[src/spi_err_pkg.sv]
// Shared constants and carrier types for the serial port error logic.
// Assumes a single system clock domain; pins are synchronised in the core.
package spi_err_pkg;
  // ----------------------------------------------------------------
  // Widths and reset values
  // ----------------------------------------------------------------
  localparam int unsigned char_bits = 8;
  localparam int unsigned rate_width = 16;
  localparam logic [15:0] rate_reload_reset = 16'h0000;
  localparam logic [7:0] rx_data_reset = 8'h00;
  localparam logic [2:0] bit_count_reset = 3'h0;
  localparam logic [2:0] bit_count_last = 3'h7;
  localparam logic [15:0] rate_count_zero = 16'h0000;
  localparam logic [15:0] rate_count_step = 16'h0001;

  // ----------------------------------------------------------------
  // Flag vector layout
  // ----------------------------------------------------------------
  localparam int unsigned flag_count = 6;
  localparam int unsigned pos_transmit_empty = 0;
  localparam int unsigned pos_transmit_underrun = 1;
  localparam int unsigned pos_collision = 2;
  localparam int unsigned pos_abort = 3;
  localparam int unsigned pos_receive_overrun = 4;
  localparam int unsigned pos_receive_data_full = 5;

  // Static configuration carried as one group
  typedef struct packed {
    logic port_enable;
    logic master_select;
    logic select_pin_direction;
    logic rate_counter_control;
    logic [15:0] rate_reload;
  } cfg_t;

  // Software write-one clear strobes
  typedef struct packed {
    logic collision;
    logic receive_overrun;
    logic abort;
  } clear_t;

  typedef enum logic [1:0] {
    slave_idle,
    slave_shift,
    slave_done
  } slave_state_t;
endpackage

[src/spi_err_flag.sv]
// Sticky status flag with write-one clear; a set in the clear cycle wins.
// Assumes set and clear come from the system clock domain.
`timescale 1ns/100ps
module spi_err_flag (
  input wire logic mclk,       // System clock
  input wire logic resetn,     // Async reset, active low
  input wire logic clk_en,     // Clock enable
  input wire logic set,        // Hardware set request
  input wire logic clear,      // Software write-one clear
  output logic flag            // Sticky flag
);
  // Sticky update, set over clear
  always_ff @(posedge mclk or negedge resetn) begin
    if (!resetn) begin
      flag <= 1'b0;
    end else if (clk_en) begin
      if (set) begin
        flag <= 1'b1;
      end else if (clear) begin
        flag <= 1'b0;
      end
    end
  end
endmodule

[src/spi_error_detection.sv]
// Error detection for the serial port: mode fault, overrun, slave abort.
// Assumes serial clock and select pins are asynchronous and are resynchronised
// here; the shift data path itself lives outside, reporting byte completion.
`timescale 1ns/100ps
module spi_error_detection (
  input wire logic mclk,                   // System clock, 250 MHz
  input wire logic resetn,                 // Async reset, active low
  input wire logic clk_en,                 // Freezes all state when low
  input wire spi_err_pkg::cfg_t cfg,       // Mode and reload configuration
  input wire spi_err_pkg::clear_t clear,   // Write-one clear strobes
  input wire logic select_n_pin,           // Slave select pin, async
  input wire logic sclk_pin,               // Serial clock pin, async
  input wire logic byte_done,              // Shifter finished a character
  input wire logic [7:0] shift_data,       // Byte from the shifter
  input wire logic read_rx,                // Software consumed receive data
  input wire logic write_tx,               // Software loaded transmit data
  output logic [7:0] rx_data,              // Receive data register
  output logic [5:0] status,               // Status flag vector
  output logic sclk_stall,                 // Master clock pause request
  output logic irq                         // Interrupt pulse
);
  // ----------------------------------------------------------------
  // Pin synchronisers
  // ----------------------------------------------------------------
  logic sel_meta;
  logic sel_sync;
  logic sck_meta;
  logic sck_sync;
  logic sck_prev;
  logic sel_prev;

  // Two flops per pin, plus history for edge detection
  always_ff @(posedge mclk or negedge resetn) begin
    if (!resetn) begin
      sel_meta <= 1'b1;
      sel_sync <= 1'b1;
      sck_meta <= 1'b0;
      sck_sync <= 1'b0;
      sck_prev <= 1'b0;
      sel_prev <= 1'b1;
    end else if (clk_en) begin
      sel_meta <= select_n_pin;
      sel_sync <= sel_meta;
      sck_meta <= sclk_pin;
      sck_sync <= sck_meta;
      sck_prev <= sck_sync;
      sel_prev <= sel_sync;
    end
  end

  logic selected;
  logic sck_edge;
  logic sel_rise;
  logic slave_on;
  logic master_on;
  assign selected = !sel_sync;
  assign sck_edge = sck_sync ^ sck_prev;
  assign sel_rise = sel_sync && !sel_prev;
  assign slave_on = cfg.port_enable && !cfg.master_select;
  assign master_on = cfg.port_enable && cfg.master_select;

  // ----------------------------------------------------------------
  // Slave control and bit counting
  // ----------------------------------------------------------------
  spi_err_pkg::slave_state_t state;
  logic [2:0] bit_count;
  logic early_release;
  logic watchdog_expire;
  logic slave_abort;
  assign early_release = slave_on && sel_rise && (state == spi_err_pkg::slave_shift);
  assign slave_abort = early_release || watchdog_expire;

  // Slave sequencing, abort forces idle
  always_ff @(posedge mclk or negedge resetn) begin
    if (!resetn) begin
      state <= spi_err_pkg::slave_idle;
      bit_count <= spi_err_pkg::bit_count_reset;
    end else if (clk_en) begin
      if (slave_abort || !slave_on) begin
        state <= spi_err_pkg::slave_idle;
        bit_count <= spi_err_pkg::bit_count_reset;
      end else begin
        unique case (state)
          spi_err_pkg::slave_idle: begin
            if (selected) begin
              state <= spi_err_pkg::slave_shift;
            end
          end
          spi_err_pkg::slave_shift: begin
            if (byte_done) begin
              state <= spi_err_pkg::slave_done;
              bit_count <= spi_err_pkg::bit_count_reset;
            end else if (sck_edge && sck_sync) begin
              bit_count <= bit_count + 3'h1;
            end
          end
          spi_err_pkg::slave_done: begin
            if (!selected) begin
              state <= spi_err_pkg::slave_idle;
            end else if (sck_edge) begin
              state <= spi_err_pkg::slave_shift;
            end
          end
        endcase
      end
    end
  end

  // ----------------------------------------------------------------
  // Rate generator as slave clock watchdog
  // ----------------------------------------------------------------
  logic [15:0] rate_count;
  logic watchdog_on;
  assign watchdog_on = slave_on && cfg.rate_counter_control;
  assign watchdog_expire = watchdog_on && selected && (rate_count == spi_err_pkg::rate_count_zero);

  // Reload while deselected, on clock edge or at zero, count down otherwise
  always_ff @(posedge mclk or negedge resetn) begin
    if (!resetn) begin
      rate_count <= spi_err_pkg::rate_reload_reset;
    end else if (clk_en) begin
      if (!watchdog_on || !selected || sck_edge) begin
        rate_count <= cfg.rate_reload;
      end else if (rate_count != spi_err_pkg::rate_count_zero) begin
        rate_count <= rate_count - spi_err_pkg::rate_count_step;
      end else begin
        rate_count <= cfg.rate_reload;
      end
    end
  end

  // ----------------------------------------------------------------
  // Receive path, overrun and master stall
  // ----------------------------------------------------------------
  logic rx_full;
  logic tx_empty;
  logic overrun_set;
  logic rx_accept;
  assign overrun_set = byte_done && rx_full && !master_on;
  assign rx_accept = byte_done && !rx_full;

  // Receive register keeps the first byte while full
  always_ff @(posedge mclk or negedge resetn) begin
    if (!resetn) begin
      rx_data <= spi_err_pkg::rx_data_reset;
    end else if (clk_en && rx_accept) begin
      rx_data <= shift_data;
    end
  end

  // Receive full and transmit empty requests
  always_ff @(posedge mclk or negedge resetn) begin
    if (!resetn) begin
      rx_full <= 1'b0;
      tx_empty <= 1'b1;
    end else if (clk_en) begin
      if (rx_accept) begin
        rx_full <= 1'b1;
      end else if (read_rx) begin
        rx_full <= 1'b0;
      end
      if (byte_done) begin
        tx_empty <= 1'b1;
      end else if (write_tx || !cfg.port_enable) begin
        tx_empty <= 1'b0;
      end
    end
  end

  // Master pauses its clock while requests are pending
  always_ff @(posedge mclk or negedge resetn) begin
    if (!resetn) begin
      sclk_stall <= 1'b0;
    end else if (clk_en) begin
      sclk_stall <= master_on && (rx_full || tx_empty);
    end
  end

  // ----------------------------------------------------------------
  // Sticky error flags
  // ----------------------------------------------------------------
  logic mode_fault;
  logic col_flag;
  logic ovr_flag;
  logic abt_flag;
  logic underrun_flag;
  assign mode_fault = master_on && !cfg.select_pin_direction && selected;

  spi_err_flag u_col (
    .mclk(mclk),
    .resetn(resetn),
    .clk_en(clk_en),
    .set(mode_fault),
    .clear(clear.collision),
    .flag(col_flag)
  );

  spi_err_flag u_ovr (
    .mclk(mclk),
    .resetn(resetn),
    .clk_en(clk_en),
    .set(overrun_set),
    .clear(clear.receive_overrun),
    .flag(ovr_flag)
  );

  spi_err_flag u_abt (
    .mclk(mclk),
    .resetn(resetn),
    .clk_en(clk_en),
    .set(slave_abort),
    .clear(clear.abort),
    .flag(abt_flag)
  );

  // Underrun: slave completes a byte with no fresh transmit data
  always_ff @(posedge mclk or negedge resetn) begin
    if (!resetn) begin
      underrun_flag <= 1'b0;
    end else if (clk_en) begin
      if (byte_done && slave_on && tx_empty) begin
        underrun_flag <= 1'b1;
      end else if (write_tx) begin
        underrun_flag <= 1'b0;
      end
    end
  end

  // ----------------------------------------------------------------
  // Status output and interrupt pulse
  // ----------------------------------------------------------------
  logic [5:0] next_status;
  always_comb begin
    next_status = '0;
    next_status[spi_err_pkg::pos_transmit_empty] = tx_empty;
    next_status[spi_err_pkg::pos_transmit_underrun] = underrun_flag;
    next_status[spi_err_pkg::pos_collision] = col_flag;
    next_status[spi_err_pkg::pos_abort] = abt_flag;
    next_status[spi_err_pkg::pos_receive_overrun] = ovr_flag;
    next_status[spi_err_pkg::pos_receive_data_full] = rx_full;
  end

  // Registered status, pulse on any newly set bit
  always_ff @(posedge mclk or negedge resetn) begin
    if (!resetn) begin
      status <= '0;
      irq <= 1'b0;
    end else if (clk_en) begin
      status <= next_status;
      irq <= |(next_status & ~status);
    end
  end
endmodule

[config.mk]
export PLATFORM = sky130hd
export DESIGN_NAME = spi_error_detection
export DESIGN_NICKNAME = d
export VERILOG_FILES = /design/src/spi_err_pkg.sv /design/src/spi_err_flag.sv /design/src/spi_error_detection.sv
export SDC_FILE = /design/constraint.sdc
export NUM_CORES = 1
export LEC_CHECK = 0
export ABC_AREA = 0
export BUFFER_PORTS_ARGS = -buffer_cell sky130_fd_sc_hd__buf_4
export CORE_MARGIN = 4
export CORE_UTILIZATION = 60
export CTS_BUF_LIST = sky130_fd_sc_hd__clkbuf_8
export CTS_CLUSTER_DIAMETER = 40
export CTS_CLUSTER_SIZE = 14
export DETAILED_ROUTE_END_ITERATION = 10
export PLACE_DENSITY = 0.87
export SLEW_MARGIN = 20
export SYNTH_ARGS = -nofsm -noshare
export SYNTH_HDL_FRONTEND = slang
export SYNTH_HIERARCHICAL = 1
export SYNTH_SLANG_ARGS = --single-unit
[constraint.sdc]
create_clock -name mclk -period 4.7 [get_ports mclk]
set_clock_uncertainty 0.05 [all_clocks]
set_input_delay 0.705 -clock mclk [delete_from_list [all_inputs] [get_ports mclk]]
set_output_delay 0.705 -clock mclk [all_outputs]
set_load 0.1 [all_outputs]
# Word-level counts from Yosys, hierarchy flattened
# Cells that the tools add are included.
dict set report classes {
  add_sub_neg 1
  n_eq_ne 5
  mux 20
  n_bitwise 3
  reduce_logical 49
}
# op count
set op_table {}
lappend op_table {{16-bit 2-to-1 mux} 2}
lappend op_table {{1-bit logical AND} 17}
lappend op_table {{16-bit zero test} 1}
lappend op_table {{16-bit nonzero test} 1}
lappend op_table {{16-bit by 1-bit subtractor with 16-bit output (second input constant)} 1}
lappend op_table {{1-bit 2-to-1 mux} 12}
lappend op_table {{2-bit AND reduction} 6}
lappend op_table {{2-bit nonzero test} 6}
lappend op_table {{2-bit 2-to-1 mux} 5}
lappend op_table {{1-bit zero test} 9}
lappend op_table {{6-bit bitwise AND} 1}
lappend op_table {{1-bit logical OR} 6}
lappend op_table {{6-bit NOT} 1}
lappend op_table {{2-bit one-hot mux with 3 select lines} 1}
lappend op_table {{6-bit OR reduction} 1}
lappend op_table {{4-bit inequality test (second input constant)} 1}
lappend op_table {{4-bit AND reduction} 1}
lappend op_table {{3-bit by 2-bit inequality test with 1-bit output (second input constant)} 1}
lappend op_table {{3-bit inequality test (second input constant)} 1}
lappend op_table {{2-bit by 1-bit == test with 1-bit output (second input constant)} 1}
lappend op_table {{2-bit == test (second input constant)} 1}
lappend op_table {{2-bit zero test} 1}
lappend op_table {{1-bit bitwise XOR} 1}
dict set report word_totals {
  regBits 46
  in_bits 39
  out_inout_bits 16
  wordCells 96
}

# Depth between registers and ports, before layout
dict set report depth {
  depth_word 9
  mapped_depth 9
}

# Cells and area by module
# The synthesis kept the hierarchy.
# module instances cells_each area_per_inst_um2 seq_area_each_um2
set modules_own_cells {}
lappend modules_own_cells {spi_error_detection 1 231 2307.2 1081.0}
lappend modules_own_cells {spi_err_flag 3 3 37.5 25.0}

# Worst setup path before layout
# Ideal clock, no wire load.
dict set report synth_timing {
  kind {input -> register}
  start {in cfg[18] (netlist name)}
  end {reg rate_count[3]}
  setup_ns 0.124
  arrival_time_ns 1.870
  required_time_ns 4.526
  slack_ns 2.656
  stages 7
  path_buffers 2
  cell_sequence {nand4bb_1 -> nor2b_1 -> clkbuf_1 -> nand2_1 -> buf_2 -> and3_1 -> a211o_2}
}
dict set report synth_between {
  elab_chain_cells 7
}
# element line_no
set synth_rtl {}
lappend synth_rtl {{from (decl)} spi_error_detection.sv:9} ;# input wire spi_err_pkg::cfg_t cfg,
lappend synth_rtl {{1-bit zero test} spi_error_detection.sv:59} ;# assign slave_on = cfg.port_enable && !cfg.master_select;
lappend synth_rtl {{1-bit logical AND} spi_error_detection.sv:59}
lappend synth_rtl {{1-bit logical AND} spi_error_detection.sv:114} ;# assign watchdog_on = slave_on && cfg.rate_counter_control;
lappend synth_rtl {{1-bit zero test} spi_error_detection.sv:122} ;# if (!watchdog_on || !selected || sck_edge) begin
lappend synth_rtl {{1-bit logical OR (2 in a row)} spi_error_detection.sv:122}
lappend synth_rtl {{16-bit 2-to-1 mux} spi_error_detection.sv:122}
lappend synth_rtl {{to (signal assigned)} spi_error_detection.sv:123} ;# rate_count <= cfg.rate_reload;
lappend synth_rtl {{to (signal assigned)} spi_error_detection.sv:125} ;# rate_count <= rate_count - spi_err_pkg::rate_count_step;
lappend synth_rtl {{to (signal assigned)} spi_error_detection.sv:127} ;# rate_count <= cfg.rate_reload;
lappend synth_rtl {{to (decl)} spi_error_detection.sv:112} ;# logic [15:0] rate_count;
# No other way between the ends.
# A chain may end at the register's enable or synchronous reset.

# Final worst setup path
dict set report layout_timing {
  start {reg rate_count[0]}
  end {reg rate_count[5]}
}
dict set report layout_between {
  elab_chain_cells 3
  elab_cells_between_ends 4
  classes_between {1 x add/sub; 2 x mux; 1 x reduce/logical}
}
# element line_no
set layout_rtl {}
lappend layout_rtl {{from (signal assigned)} spi_error_detection.sv:120} ;# rate_count <= spi_err_pkg::rate_reload_reset;
lappend layout_rtl {{from (signal assigned)} spi_error_detection.sv:123}
lappend layout_rtl {{from (signal assigned)} spi_error_detection.sv:125}
lappend layout_rtl {{16-bit by 1-bit subtractor with 16-bit output or 16-bit nonzero test (tied branches)} {spi_error_detection.sv:125, spi_error_detection.sv:124}}
lappend layout_rtl {{16-bit 2-to-1 mux *} spi_error_detection.sv:124} ;# end else if (rate_count != spi_err_pkg::rate_count_zero) begin
lappend layout_rtl {{16-bit 2-to-1 mux *} spi_error_detection.sv:122}
# Every way passes the cells marked *; elsewhere a longest branch is shown, timed or not.

==> run summary <==
Netlist Area Pre-Place: 2420 µm²
Sequential area share after synthesis: 0.478
Synthesized instance count: 240
Post-synth ARST share: 1.00
Max frequency: 406 MHz
Combinational family with the most area after synthesis: simple AND/OR/NAND/NOR gates
Clock Pin Slew Worst Setup and Hold Paths: 90 ps
TritonCTS Buffers: 5
#FFs+latches synth: 46
Multiplexer share of the synthesized area: 0.0972
Tmin final: 2470 ps
CTS Buffer Depth: 2
Met2 routed WL: 2580 µm
Vias in the first global route: 2015
Crit path launch type: flip-flop
RePlAce Congestion: 0.840
Worst stage delay on the critical path: 570 ps
Vias per inst: 6.15
Most frequent cells in the layout: buf_4 (54), dfrtp_1 (42), nand2_1 (21), mux2_2 (20), inv_1 (15)
Synthesized Nets: 281
Initial antenna violation count: 0
Reg2reg path depth: 7
Total gr overflow: 0
Row count: 22
Number of flops mapped to enable cells by yosys: 0
CP max stage cell: nand2_1
Gr usage total: 0.225
Max-Slew Margin vs Limit: 0.536
Tcrit/Tclk final: 0.524
PwrDens: 419 nW/µm²
Sink Count: 46
Final nets: 328
H-tree levels: 2
I/O Buffers: 54
WL met3: 467 µm
Hpwl dp: 3890 µm
Critical path class: flip-flop to flip-flop
Adder-Cell Fraction of Synth Area: 0.0103
Clk_lat worst skew: 300 ps
Drt total wl: 5440 µm
Warnings from Yosys: 6
Worst-path fanout max: 21
CP Data Required Time: 4840 ps
Status: complete, no violations
Highest Signal Layer: met4
Max Cap Viol: 0
CTS Root Cell: clkbuf_8
RR Startpoint: rate_count[0]
Worst Tran Pin Value: 690 ps
Setup Buffers After CTS: 0
First-pass GRT wire length: 9270 µm
Iteration-0 DRC count of the detailed router: 172
Post-Synth XOR/XNOR Area: 0.00362
Die area: 5110 µm²
Synth area leaders: dfrtp_1 (43%), mux2_2 (9.3%), dfstp_2 (4.3%)
Die width: 71.5 µm
Top FF cell, synth: dfrtp_1
Remaining DRCs: 0
Origin of the worst setup path: rate_count[0]
Count of different cell masters after synthesis: 55
Hold/Removal Path Class: input pin to asynchronous set/reset pin
Largest net degree at the start of global routing: 63
Drt wl/cell: 16.2 µm
Hold bufs inserted after CTS: 0
Area Growth Syn to Fin: 20.3%
Final antenna-violating net count: 0
Max-slew violation count: 0
M1 WL: 2310 µm
Post-synthesis simple-gate area fraction: 0.208
Vias: 2065
Synth Area in Compound Gates: 0.153
Fin Hold WS: 343 ps
Core Region: 3770 µm²
Diode count: 0
Setup TNS: 0 ps
Crit path cell chain: inv_1 > ha_1 > nor3b_1 > nand4_2 > nand2_1 > o21ai_0 > a211o_1
Die height: 71.5 µm
Layout cells sized above 1: 0.330
Leakage: 1.30 nW
Worst vdd ir: 413 µV
Post_cts resized: 0
Final Hold Fails: 0
Initial DRT Pass Iterations: 4
Worst setup EP type: flip-flop
Worst EP arrival: 2610 ps
Avg Inst Size Synth: 10.1 µm²
Area share of the largest cell type after synthesis: 0.434
Unrepaired setup endpoints after global routing: false
Cell accounting for the most synthesized area: dfrtp_1
Initial Utilization: 0.642
I/O pin cnt: 55
Commonest non-fill, non-tap cell in the layout: buf_4
CTS tree: done
Finish-stage setup viols: 0
## state kept, by name, summed over array words and instances (netlist names), 2 cells and up
name	flops
rx_data	8
state	2
status	6
rate_count	16
## worst max-delay path, delay by kind of cell (launching register included)
family	cells	cell delay (ps)
AO/OA/AOI/OAI	2	510
adder cells (fa/ha/maj)	1	160
buffers and inverters	1	130
flip-flops	1	410
AND/OR/NAND/NOR	3	1100
## layer usage
layer,up-vias,GRT usage
met5,-,0
met4,0,0.0710
met3,11,0.0729
met2,79,0.341
met1,994,0.307
li1,981,-
## metrics by stage
step	total power, mW	instances	cell area, µm²	setup WS [ps]	util
2_1_floorplan	0.864	240	2420	2660	-
3_3_place_gp	0.976	328	2820	2040	0.748
3_5_place_dp	0.987	328	2820	2000	0.748
4_1_cts	1.23	336	2910	2260	0.772
5_1_grt	1.28	336	2910	2040	0.772
6_report	1.22	336	2910	2230	0.772
## cell type report
| cell class | instances | area, µm² |
|---|---|---|
| multi-input combinational | 165 | 1140 |
| fill | 264 | 861 |
| clock inverter | 3 | 21.3 |
| sequential | 46 | 1160 |
| inverter | 15 | 56.3 |
| clock buffer | 5 | 68.8 |
| tap | 48 | 60.1 |
| timing repair buffer | 54 | 405 |
## cell families after synthesis
group | after synthesis
flops | 46
simple gates | 87
buf+inv | 29
fa+ha+maj | 2
mux | 21
xor+xnor | 1
compound gates | 54
## synthesized netlist by cell type, drive strengths merged, types with 3 or more instances
cell / number
a211o: 4
a21oi: 8
a22o: 3
a22oi: 3
a2bb2oi: 3
and3: 5
buf: 8
clkbuf: 6
dfrtp: 42
dfstp: 4
inv: 15
mux2: 20
nand2: 21
nand3: 12
nand4: 9
nor2: 9
nor2b: 3
nor3: 6
nor4: 6
o211ai: 3
o21ai: 14
o22ai: 3
## path summary, 6_finish.rpt
kind | to | slack, ps
worst max-delay path | rate_count[5] | 2230
worst min-delay path | rate_count[1] | 340
worst max register to register | rate_count[5] | 2230
worst min register to register | rx_data[1] | 470
max in group asynchronous | sel_prev | 3870
min in group mclk | rx_data[1] | 470
## power by group
part / internal, mW / switching, mW
clock: 0.105 / 0.138
combinational: 0.132 / 0.327
sequential: 0.462 / 0.0573
No activity file was read; power rests on OpenSTA's default activity.
